File: src/verilog/dcsc_defines.vh
// constants for the debug command step and control block
`ifndef DCSC_DEFINES_VH
`define DCSC_DEFINES_VH

// ****************************************
// register map (byte addresses)
// ****************************************
`define DCSC_ADDR_W 8
`define DCSC_REG_CTRL 8'h00
`define DCSC_REG_STAT 8'h04

// ****************************************
// control register fields and reset
// ****************************************
`define DCSC_CTRL_DBG 7
`define DCSC_CTRL_BRKEN 6
`define DCSC_CTRL_RST 0
`define DCSC_CTRL_RESET 8'h00

// ****************************************
// status register fields
// ****************************************
`define DCSC_STAT_DBG 0
`define DCSC_STAT_BRKEN 1
`define DCSC_STAT_BUSY 2
`define DCSC_STAT_RDP 3
`define DCSC_STAT_IGN 4
`define DCSC_STAT_BRKHIT 5

// ****************************************
// host command codes and opcodes
// ****************************************
`define DCSC_CMD_STUFF 8'h11
`define DCSC_CMD_EXEC 8'h12
`define DCSC_OPC_BRK 8'h00
`define DCSC_OPC_PREFIX 8'h1F

// ****************************************
// timing
// ****************************************
// 32 ns reset pulse at an 8 ns clock, sized for the pulse counter
`define DCSC_SYSRST_CYC 8'h04

`endif

File: src/verilog/dcsc_top_unused_note_removed.v
// no logic here: the block's modules live in the other design files
File: src/verilog/dcsc_oplen.v
// opcode to instruction length decoder
`include "dcsc_defines.vh"

module dcsc_oplen (
  // opcode in
  input wire [7:0] opcode_i,
  // length out, 1..5 bytes
  output reg [2:0] len_o
);

  // ****************************************
  // column based length table
  // ****************************************
  always @* begin
    case (opcode_i[3:0])
      4'h0, 4'h1, 4'h2, 4'h3: len_o = 3'h2;
      4'h4, 4'h5, 4'h6, 4'h7: len_o = 3'h3;
      4'h8, 4'h9: len_o = 3'h4;
      4'hA, 4'hB, 4'hC: len_o = 3'h2;
      4'hD: len_o = 3'h3;
      default: len_o = 3'h1;
    endcase
    // breakpoint opcode is a single byte
    if (opcode_i == `DCSC_OPC_BRK) begin
      len_o = 3'h1;
    end
    // prefixed opcodes carry the longest form
    if (opcode_i == `DCSC_OPC_PREFIX) begin
      len_o = 3'h5;
    end
  end

endmodule

File: src/verilog/dcsc_rstgen.v
// system reset pulse generator
`include "dcsc_defines.vh"

module dcsc_rstgen (
  // clock and reset
  input wire clk_i,
  input wire nrst_i,
  // request
  input wire start_i,
  // reset pulse
  output reg sys_reset_o
);

  reg [7:0] cnt_r;

  // ****************************************
  // pulse counter
  // ****************************************
  always @(posedge clk_i) begin
    if (!nrst_i) begin
      cnt_r <= 8'h00;
      sys_reset_o <= 1'b0;
    end else if (start_i) begin
      // a new request restarts the full pulse
      cnt_r <= `DCSC_SYSRST_CYC;
      sys_reset_o <= 1'b1;
    end else if (cnt_r > 8'h01) begin
      cnt_r <= cnt_r - 8'h01;
    end else begin
      cnt_r <= 8'h00;
      sys_reset_o <= 1'b0;
    end
  end

endmodule

File: src/verilog/dcsc_top.v
// debug command step/execute and debug control register
//
// Design decisions made here: the APB interface to the registers and the placing of the registers.
`include "dcsc_defines.vh"

// Notes on behaviour
// [RL1] a stuff command single-steps one instruction whose first byte comes from the host.
// [RL2] the remaining zero to four bytes of a stuffed instruction come from program memory.
// [RL3] the stuff command is ignored outside debug state or under read protection.
// [RL4] an execute command takes a whole one to five byte instruction from the host and runs it.
// [RL5] the host sends as many bytes as the opcode needs and the unit counts them by decoding the opcode.
// [RL6] outside debug state or under read protection the execute command eats one byte and runs nothing.
// [RL7] execute can step past a breakpoint by running the original instruction instead.
// [RL8] the control register enters and leaves debug state and gates breakpoints.
// [RL9] writing the reset-and-halt value resets the device and leaves it halted in debug state.
// [RL10] writing the reset-and-run value resets the device and lets the core run.
// [RL11] in debug state writing the run value leaves debug state with no reset.
// [RL12] the host sends the stuff code and then the opcode byte back to back.
// [RL13] a decoded breakpoint with breakpoints enabled enters debug state and idles the core.
// [RL14] with breakpoints disabled the breakpoint signal from the core is disregarded.
module dcsc_top (
  // clock and reset
  input wire clk_i,
  input wire nrst_i,
  // apb slave
  input wire psel_i,
  input wire penable_i,
  input wire pwrite_i,
  input wire [7:0] paddr_i,
  input wire [31:0] pwdata_i,
  input wire [3:0] pstrb_i,
  output reg [31:0] prdata_o,
  output reg pready_o,
  output reg pslverr_o,
  // host bytes from the serial framer
  input wire rx_valid_i,
  input wire [7:0] rx_data_i,
  // flash option
  input wire read_protect_i,
  // core side
  input wire brk_i,
  input wire done_i,
  output wire halt_o,
  output wire sys_reset_o,
  output reg stuff_o,
  output reg [7:0] stuff_opcode_o,
  output reg [2:0] stuff_fetch_o,
  output reg exec_o,
  output reg [2:0] exec_len_o,
  output wire [39:0] exec_bytes_o
);

  // ****************************************
  // command states
  // ****************************************
  localparam [2:0] S_IDLE = 3'h0;
  localparam [2:0] S_STUFF = 3'h1;
  localparam [2:0] S_EXOP = 3'h2;
  localparam [2:0] S_EXBYTE = 3'h3;
  localparam [2:0] S_DISCARD = 3'h4;
  localparam [2:0] S_RUN = 3'h5;
  // reset image of the control register, bits picked per field
  localparam [7:0] CTRL_INIT = `DCSC_CTRL_RESET;

  // ****************************************
  // declarations
  // ****************************************
  reg [2:0] state_r;
  reg [2:0] state_nxt;
  reg debug_r;
  reg debug_nxt;
  reg brk_en_r;
  reg brk_en_nxt;
  reg ign_r;
  reg ign_nxt;
  reg brk_hit_r;
  reg brk_hit_nxt;
  reg [7:0] ibuf_r [0:4];
  reg [2:0] idx_r;
  reg [2:0] idx_nxt;
  reg [2:0] len_r;
  reg [2:0] len_nxt;
  reg rst_start;
  reg [31:0] rdata;
  reg addr_ok;
  wire [2:0] rx_len;
  wire acc;
  wire wr_ctrl;
  wire wr_stat;
  wire allowed;
  wire brk_take;

  // ****************************************
  // helpers
  // ****************************************
  function is_reg;
    input [7:0] a;
    begin
      is_reg = (a == `DCSC_REG_CTRL) || (a == `DCSC_REG_STAT);
    end
  endfunction

  function [2:0] after_first;
    input [2:0] len;
    begin
      after_first = len - 3'h1;
    end
  endfunction

  // ****************************************
  // opcode length and reset pulse
  // ****************************************
  dcsc_oplen u_oplen (
    .opcode_i(rx_data_i),
    .len_o(rx_len)
  );

  dcsc_rstgen u_rstgen (
    .clk_i(clk_i),
    .nrst_i(nrst_i),
    .start_i(rst_start),
    .sys_reset_o(sys_reset_o)
  );

  // ****************************************
  // apb decode
  // ****************************************
  // writes land on the edge where pready is seen high
  assign acc = psel_i && penable_i && pready_o;
  assign wr_ctrl = acc && pwrite_i && pstrb_i[0] && (paddr_i == `DCSC_REG_CTRL);
  assign wr_stat = acc && pwrite_i && pstrb_i[0] && (paddr_i == `DCSC_REG_STAT);

  always @* begin
    addr_ok = is_reg(paddr_i);
    rdata = 32'h0000_0000;
    if (paddr_i == `DCSC_REG_CTRL) begin
      rdata[`DCSC_CTRL_DBG] = debug_r;
      rdata[`DCSC_CTRL_BRKEN] = brk_en_r;
    end else if (paddr_i == `DCSC_REG_STAT) begin
      rdata[`DCSC_STAT_DBG] = debug_r;
      rdata[`DCSC_STAT_BRKEN] = brk_en_r;
      rdata[`DCSC_STAT_BUSY] = (state_r != S_IDLE);
      rdata[`DCSC_STAT_RDP] = read_protect_i;
      rdata[`DCSC_STAT_IGN] = ign_r;
      rdata[`DCSC_STAT_BRKHIT] = brk_hit_r;
    end
  end

  // one wait state: pready rises in the second access cycle
  always @(posedge clk_i) begin
    if (!nrst_i) begin
      pready_o <= 1'b0;
      pslverr_o <= 1'b0;
      prdata_o <= 32'h0000_0000;
    end else if (psel_i && penable_i && !pready_o) begin
      pready_o <= 1'b1;
      pslverr_o <= !addr_ok;
      prdata_o <= pwrite_i ? 32'h0000_0000 : rdata;
    end else begin
      pready_o <= 1'b0;
      pslverr_o <= 1'b0;
    end
  end

  // ****************************************
  // debug state and breakpoint control
  // ****************************************
  // breakpoints only count while running and outside a reset pulse
  assign brk_take = brk_i && brk_en_r && !debug_r && !sys_reset_o; // [RL13] [RL14]
  assign halt_o = debug_r; // [RL13]

  always @* begin
    debug_nxt = debug_r;
    brk_en_nxt = brk_en_r;
    brk_hit_nxt = brk_hit_r;
    rst_start = 1'b0;
    if (wr_ctrl) begin
      brk_en_nxt = pwdata_i[`DCSC_CTRL_BRKEN]; // [RL8]
      if (pwdata_i[`DCSC_CTRL_RST]) begin
        rst_start = 1'b1; // [RL9] [RL10]
        debug_nxt = pwdata_i[`DCSC_CTRL_DBG]; // [RL9] [RL10]
      end else begin
        debug_nxt = pwdata_i[`DCSC_CTRL_DBG]; // [RL8] [RL11]
      end
    end
    if (wr_stat && pwdata_i[`DCSC_STAT_BRKHIT]) begin
      brk_hit_nxt = 1'b0;
    end
    // a breakpoint in the same cycle as a write still halts
    if (brk_take) begin
      debug_nxt = 1'b1; // [RL13]
      brk_hit_nxt = 1'b1;
    end
  end

  always @(posedge clk_i) begin
    if (!nrst_i) begin
      debug_r <= CTRL_INIT[`DCSC_CTRL_DBG];
      brk_en_r <= CTRL_INIT[`DCSC_CTRL_BRKEN];
      brk_hit_r <= 1'b0;
    end else begin
      debug_r <= debug_nxt;
      brk_en_r <= brk_en_nxt;
      brk_hit_r <= brk_hit_nxt;
    end
  end

  // ****************************************
  // host command sequencer
  // ****************************************
  assign allowed = debug_r && !read_protect_i; // [RL3] [RL6]

  always @* begin
    state_nxt = state_r;
    idx_nxt = idx_r;
    len_nxt = len_r;
    ign_nxt = ign_r;
    if (wr_stat && pwdata_i[`DCSC_STAT_IGN]) begin
      ign_nxt = 1'b0;
    end
    case (state_r)
      S_IDLE: begin
        if (rx_valid_i && rx_data_i == `DCSC_CMD_STUFF) begin
          if (allowed) begin
            state_nxt = S_STUFF; // [RL1] [RL12]
          end else begin
            ign_nxt = 1'b1; // [RL3]
          end
        end else if (rx_valid_i && rx_data_i == `DCSC_CMD_EXEC) begin
          if (allowed) begin
            state_nxt = S_EXOP; // [RL4]
          end else begin
            state_nxt = S_DISCARD; // [RL6]
            ign_nxt = 1'b1;
          end
        end
      end
      S_STUFF: begin
        if (rx_valid_i) begin
          state_nxt = S_RUN; // [RL1]
        end
      end
      S_EXOP: begin
        if (rx_valid_i) begin
          len_nxt = rx_len; // [RL5]
          idx_nxt = 3'h1;
          state_nxt = (rx_len == 3'h1) ? S_RUN : S_EXBYTE;
        end
      end
      S_EXBYTE: begin
        if (rx_valid_i) begin
          idx_nxt = idx_r + 3'h1;
          if (idx_r + 3'h1 == len_r) begin
            state_nxt = S_RUN; // [RL4] [RL5]
          end
        end
      end
      S_DISCARD: begin
        if (rx_valid_i) begin
          state_nxt = S_IDLE; // [RL6]
        end
      end
      S_RUN: begin
        if (done_i) begin
          state_nxt = S_IDLE;
        end
      end
      default: begin
        state_nxt = S_IDLE;
      end
    endcase
    // a device reset drops any command in flight
    if (sys_reset_o) begin
      state_nxt = S_IDLE;
    end
    if (ign_nxt == 1'b0 && ign_r && state_r == S_IDLE && rx_valid_i && !allowed &&
        (rx_data_i == `DCSC_CMD_STUFF || rx_data_i == `DCSC_CMD_EXEC)) begin
      ign_nxt = 1'b1;
    end
  end

  always @(posedge clk_i) begin
    if (!nrst_i) begin
      state_r <= S_IDLE;
      idx_r <= 3'h0;
      len_r <= 3'h1;
      ign_r <= 1'b0;
    end else begin
      state_r <= state_nxt;
      idx_r <= idx_nxt;
      len_r <= len_nxt;
      ign_r <= ign_nxt;
    end
  end

  // ****************************************
  // instruction byte buffer
  // ****************************************
  always @(posedge clk_i) begin
    if (!nrst_i) begin
      ibuf_r[0] <= 8'h00;
      ibuf_r[1] <= 8'h00;
      ibuf_r[2] <= 8'h00;
      ibuf_r[3] <= 8'h00;
      ibuf_r[4] <= 8'h00;
    end else if (rx_valid_i && state_r == S_EXOP) begin
      ibuf_r[0] <= rx_data_i; // [RL7]
    end else if (rx_valid_i && state_r == S_EXBYTE) begin
      ibuf_r[idx_r] <= rx_data_i; // [RL4]
    end
  end

  assign exec_bytes_o = {ibuf_r[4], ibuf_r[3], ibuf_r[2], ibuf_r[1], ibuf_r[0]};

  // ****************************************
  // core requests
  // ****************************************
  // one-cycle pulses; the core finishes with done_i
  always @(posedge clk_i) begin
    if (!nrst_i) begin
      stuff_o <= 1'b0;
      stuff_opcode_o <= 8'h00;
      stuff_fetch_o <= 3'h0;
      exec_o <= 1'b0;
      exec_len_o <= 3'h0;
    end else begin
      stuff_o <= 1'b0;
      exec_o <= 1'b0;
      if (!sys_reset_o && state_r == S_STUFF && rx_valid_i) begin
        stuff_o <= 1'b1; // [RL1]
        stuff_opcode_o <= rx_data_i; // [RL1]
        stuff_fetch_o <= after_first(rx_len); // [RL2]
      end
      if (!sys_reset_o && state_r == S_EXOP && rx_valid_i && rx_len == 3'h1) begin
        exec_o <= 1'b1; // [RL4] [RL7]
        exec_len_o <= rx_len;
      end
      if (!sys_reset_o && state_r == S_EXBYTE && rx_valid_i && idx_r + 3'h1 == len_r) begin
        exec_o <= 1'b1; // [RL4]
        exec_len_o <= len_r; // [RL5]
      end
    end
  end

endmodule

File: config.mk
export PLATFORM = sky130hd
export DESIGN_NAME = dcsc_top
export DESIGN_NICKNAME = d
export VERILOG_FILES = /design/src/verilog/dcsc_top_unused_note_removed.v /design/src/verilog/dcsc_oplen.v /design/src/verilog/dcsc_rstgen.v /design/src/verilog/dcsc_top.v
export VERILOG_INCLUDE_DIRS = /design/src /design/src/verilog
export SDC_FILE = /design/constraint.sdc
export NUM_CORES = 1
export LEC_CHECK = 0
export ABC_CLOCK_PERIOD_IN_PS = 3500
export BUFFER_PORTS_ARGS = -buffer_cell sky130_fd_sc_hd__buf_4
export CAP_MARGIN = 40
export CORE_MARGIN = 1.5
export CORE_UTILIZATION = 30
export CTS_CLUSTER_SIZE = 10
export DETAILED_ROUTE_END_ITERATION = 10
export MAX_ROUTING_LAYER = met4
export PLACE_DENSITY = 0.6
export SYNTH_ARGS = -nofsm -noshare
export SYNTH_HDL_FRONTEND = slang
export SYNTH_SLANG_ARGS = --single-unit
export TNS_END_PERCENT = 20
File: constraint.sdc
create_clock -name clk_i -period 3.5 [get_ports clk_i]
set_clock_uncertainty 0.1 [all_clocks]
set_input_delay 1.05 -clock clk_i [delete_from_list [all_inputs] [get_ports clk_i]]
set_output_delay 1.05 -clock clk_i [all_outputs]
set_load 0.01 [all_outputs]
### Yosys cells after proc, flatten, opt, wreduce, memory -nomap -nowiden

Memory sizes are Yosys's and may differ from the RTL's.
Index checks and enable logic that the tools add are counted.

| storage, ports and cells | value |
|---|---|
| logic and storage cells | 156 |
| memories | 2 |
| RAM bits | 40 |
| output and inout bits | 92 |
| latch bits | 0 |
| ROM bits | 48 |
| flip-flop bits (word level) | 72 |

Memories:

| memory | depth | width | rd ports | clocked after Yosys merged registers in | write ports | RTL line | text |
|---|---|---|---|---|---|---|---|
| (name not given) | 16 | 3 | 1 | 0 | 0 | dcsc_oplen.v:15 | `case (opcode_i[3:0])` |
| ibuf_r | 5 | 8 | 5 | 0 | 5 | dcsc_top.v:78 | `reg [7:0] ibuf_r [0:4];` |

| cells by class | value |
|---|---|
| reduce and logical (&&, ||, !) cells | 53 |
| divide/modulo/power cells | 0 |
| equal/unequal tests | 20 |
| $add $sub $neg | 3 |
| bitwise gates (word level) | 4 |
| mux-type cells | 55 |
| $lt $le $gt $ge | 1 |
| multiply operators | 0 |
| shift-type cells | 0 |

Operators with widths:

| kind | count |
|---|---|
| two-way mux 3 bit | 20 |
| logical AND 1 bit | 30 |
| two-way mux 1 bit | 27 |
| equality test 8 x 5 -> 1 bit, second input constant | 3 |
| two-way mux 8 bit | 3 |
| one-hot mux 3 bit (6 select lines) | 1 |
| logical NOT 8 bit | 2 |
| two-way mux 6 bit | 2 |
| inequality test 2 bit, second input constant | 6 |
| equality test 8 x 3 -> 1 bit, second input constant | 1 |
| greater-than comparator 8 x 1 -> 1 bit, second input constant | 1 |
| AND reduction 8 bit | 1 |
| nonzero test 2 bit | 4 |
| OR reduction 8 bit | 1 |
| subtractor 8 x 1 -> 8 bit, second input constant | 1 |
| equality test 3 x 1 -> 1 bit, second input constant | 2 |
| equality test 3 x 2 -> 1 bit, second input constant | 2 |
| equality test 3 bit, second input constant | 2 |
| logical NOT 1 bit | 6 |
| inequality test 3 bit, second input constant | 2 |
| one-hot mux 3 bit (2 select lines) | 1 |
| AND reduction 2 bit | 2 |
| adder 3 x 1 -> 3 bit, second input constant | 1 |
| equality test 3 bit | 1 |
| 11 further kinds | 14 |

### Longest topological paths before layout

| logic depth | value |
|---|---|
| depth in word-level cells | 18 |
| gate-level depth with buffers | 10 |
| gate-level depth less buffers | 9 |

### Cells and area by module

Synthesis repeated with hierarchy kept, for this count alone.

| unflattened totals | value |
|---|---|
| cell total of the unflattened synthesis | 394 |
| area, all modules | 4149.0 um2 |

Modules (own cells, without submodules):

| module | cells an instance | times used | seq. area each (um2) | area an instance (um2) |
|---|---|---|---|---|
| dcsc_top | 330 | 1 | 1981.9 | 3617.2 |
| dcsc_rstgen | 49 | 1 | 180.2 | 432.9 |
| dcsc_oplen | 15 | 1 | 0.0 | 98.8 |

### Least setup slack after synthesis

Ideal clock, no wire load.

| path | value |
|---|---|
| kind | input-to-reg |
| start point | input port rx_data_i[0] |
| end point | register exec_len_o[2] |
| arrival time | 2833 ps |
| library setup time | 115 ps |
| buffers on the path | 0 |
| path slack | 452 ps |
| required time | 3285 ps |
| stages | 8 |
| path through | or4_1 -> nor3_2 -> a31o_2 -> ha_1 -> inv_1 -> or3_4 -> and3_1 -> o21a_1 |

| on the way | value |
|---|---|
| cells in the longest elaborated chain, start to end | 6 |

Ends and longest elaborated chain:

| item | RTL line | text |
|---|---|---|
| start, declared | dcsc_top.v:37 | `input wire [7:0] rx_data_i,` |
| memory (16 x 3 bit) / logical NOT 8 bit (equally long branches) | n/a |  |
| two-way mux 3 bit | dcsc_oplen.v:24 | `` if (opcode_i == `DCSC_OPC_BRK) begin `` |
| two-way mux 3 bit * | dcsc_oplen.v:28 | `` if (opcode_i == `DCSC_OPC_PREFIX) begin `` |
| equality test 3 x 1 -> 1 bit | dcsc_top.v:334 | `if (!sys_reset_o && state_r == S_EXOP && rx_valid_i && rx_len == 3'h1) begin` |
| logical AND 1 bit | dcsc_top.v:334 |  |
| nonzero test 2 bit (no source line) | n/a |  |
| end signal, assigned | dcsc_top.v:336 | `exec_len_o <= rx_len;` |
| end signal, assigned | dcsc_top.v:340 | `exec_len_o <= len_r;` |
| end, declared | dcsc_top.v:49 | `output reg [2:0] exec_len_o,` |

Mark *: on every way between the ends. The rest lies on a longest branch, timed or not. The select of a mux whose other input is x is not followed.
A chain may end at the register's enable or synchronous reset.

### Worst setup path in the final report

| path | value |
|---|---|
| start point | input port rx_data_i[1] |
| end point | register exec_len_o[1] |

The elaborated chain is that of the path after synthesis.

==> flow_summary.yaml <==
status:
  status: "finished clean"
global_route:
  use_met1: 0.1591
  use_met2: 0.2257
  grt_max_degree: 23
  grt_use_met3: 0.04563
  grt_pass1_wl_mm: 14.82
  grt_pass1_vias: 2988
  antenna_found_initial: 0
  grt_usage: 0.1371
  grt_overflow: 0
  gr-max-usage-layer: "met2"
die:
  die_area_um2: 14380
  initial_core_util: 0.3085
  chipHeight_um: 119.9
  die_w_um: 119.9
  rows: 42
  core_um2: 13300
  boundaryPins: 153
logic_synthesis:
  ys_types: 66
  synthCells: 384
  ys_warn_count: 0
  synth_edf_count: 40
  synth_top_cell_area_share: 0.2929
  synth-seq-cells: 88
  synthTopCellsByArea: "edfxtp_1 29%, dfxtp_1 23%, and2_1 5.5%"
  synth-main-ff-cell: "dfxtp_1"
  avgSynthCellArea_um2: 10.68
  synthTopCellsByCount: "48 x dfxtp_1, 40 x edfxtp_1, 40 x nor2_1, 36 x and2_1, 25 x buf_4"
  synth_async_sr_flop_share: 0
  synth_top_area_cell: "edfxtp_1"
  yosysMostFrequentCell: "dfxtp_1"
  syn_area_um2: 4101
  yosysSeqAreaShare: 0.5272
routing:
  drt_wl_total_mm: 9.309
  ant_nets: 0
  drtPass1Iterations: 4
  drtIter0Drc: 149
  dr_total_vias: 3027
  vias_per_cell: 4.566
  wl_per_cell_um: 14.04
  drc_errors: 0
sta:
  rsz0062_at_grt: "no"
  worstMarginPinSlew_ns: 0.7127
  setup_viol: 0
  maxSlewViolCount: 0
  period_share: 0.8457
  hold_violations: 0
  final.min_clock_period_ns: 2.960
  slew_headroom: 0.5243
  timing.setup.tns_ns: 0
  whs_ns: 0.3671
  fmax_mhz: 337.8
worst_setup_path:
  critical_path_class: "in -> reg"
  crit_path_cell_trace: "buf_4 > or4_1 > nor3_2 > a31o_2 > ha_1 > inv_1 > or3_4 > or2_1 > a31oi_1"
  critPathBufInv: 2
  cp_max_fo: 11
  cp-end-kind: "flop"
  critPathTopFamily: "simple AND/OR/NAND/NOR gates"
  cp.arrival_ns: 3.13
  critical_path.max_stage_delay_ns: 0.54
  start_kind: "primary input"
  slowest_stage: "or4_1"
  crit_required_ns: 3.67
flow_run:
  cap_violations: 0
layout:
  n_antenna_cell: 0
  final_net_count: 549
  drive_gt1_frac: 0.3080
  area_delta_synth_final_pct: 26.88
pwr:
  p_sw_frac: 0.2732
  p_int_mw: 1.812
  power_frac_seq: 0.476
  vdd.ir_drop.worst_mv: 0.3668
  p_per_area_nw_per_um2: 479.1
  power.share.clock: 0.357
  pwr-share-comb: 0.167
  leakage_nw: 2.210
  switching_power_uw: 681.2
cts:
  clk_latency_ns: 0.34
  clkSinkCount: 88
  tritoncts: "done"
  hold_buffers: 0
  clk_pin_slew_worst_paths_ns: 0.07
  cts.repair.resized: 0
  cts_root_buffer: "clkbuf_16"
  htree_levels: 3
  cts-buffers-inserted: 9
  clk_path_buf_depth: 2
  post_cts_buffers: 0
placement:
  dpl.hpwl_mm: 6.913
  port_buffers: 98
  place_congestion: 0.8303
min_path:
  hold_path.class: "reg -> reg"
per-stage QoR:
step	util	setup WS [ns]	power, mW	cells	area [um^2]
2_1_floorplan	-	0.4521	1.515	407	4188
3_3_place_gp	0.3708	0.2221	1.613	647	4930
3_5_place_dp	0.3708	0.1759	1.633	647	4930
4_1_cts	0.3914	0.5312	2.520	663	5204
5_1_grt	0.3914	0.4245	2.617	663	5204
6_report	0.3914	0.5399	2.493	663	5204
state kept, by name, indices dropped and copies added (netlist names), 3 cells and up:
name	count
prdata_o	8
u_rstgen.cnt_r	8
stuff_fetch_o	3
exec_len_o	3
stuff_opcode_o	8
idx_r	3
len_r	3
state_r	3
ibuf_r	40
layout make-up:
class | count | area (um^2)
clock buffers | 10 | 229.0
clock inverters | 6 | 45.04
fillers | 1312 | 8092
inverters | 13 | 48.80
multi-input cells | 266 | 1718
flip-flops and latches | 88 | 2162
well taps | 176 | 220.2
repair buffers | 104 | 780.7
metal layers:
metal  vias up  wire, um
met3        14       647
met1      1395      4065
met5         -         0
met2       124      4461
met4         0       134
li1       1494         -
final timing paths:
path / start / to / slack (ns) / cells past startpoint
max: rx_data_i[1] / exec_len_o[1] / 0.54 / 9
min: prdata_o[6] / prdata_o[6] / 0.37 / 2
max reg2reg: state_r[1] / ibuf_r[1][1] / 1.28 / 5
min reg2reg: prdata_o[6] / prdata_o[6] / 0.37 / 2
worst min-delay path: cells and delay by family (launching register included):
family / cells / cell delay (ns)
AO/OA/AOI/OAI: 1 / 0.05
AND/OR/NAND/NOR: 1 / 0.06
flip-flops: 1 / 0.32
layout by cell type, fill, tap and decap left out, types with 9 or more instances in the layout:
cell,synthesis,routed
a21oi_1,12,12
and2_1,36,36
buf_4,25,104
clkbuf_16,0,9
conb_1,1,24
dfxtp_1,48,48
edfxtp_1,40,40
inv_1,13,13
mux2i_1,11,11
nand2_1,18,18
nor2_1,40,40
nor3_1,9,9
cell families after synthesis:
group	count (synthesis)	share of synthesized area
simple gates	167	0.2410
flops	88	0.5271
buf+inv	53	0.07504
compound gates	48	0.08573
mux	11	0.02685
xor+xnor	10	0.02501
fa+ha+maj	6	0.01830
other cells	1	0.0009143
power groups by stage:
stage	registers (mW)	clock network [mW]	logic, mW
after floorplan	1.21	0	0.307
after global placement	1.20	0	0.408
final	1.19	0.890	0.417
after detailed placement	1.21	0	0.424
after CTS	1.19	0.909	0.425
after global routing	1.19	0.955	0.470
Note: power is estimated with default switching activity, not from simulation.
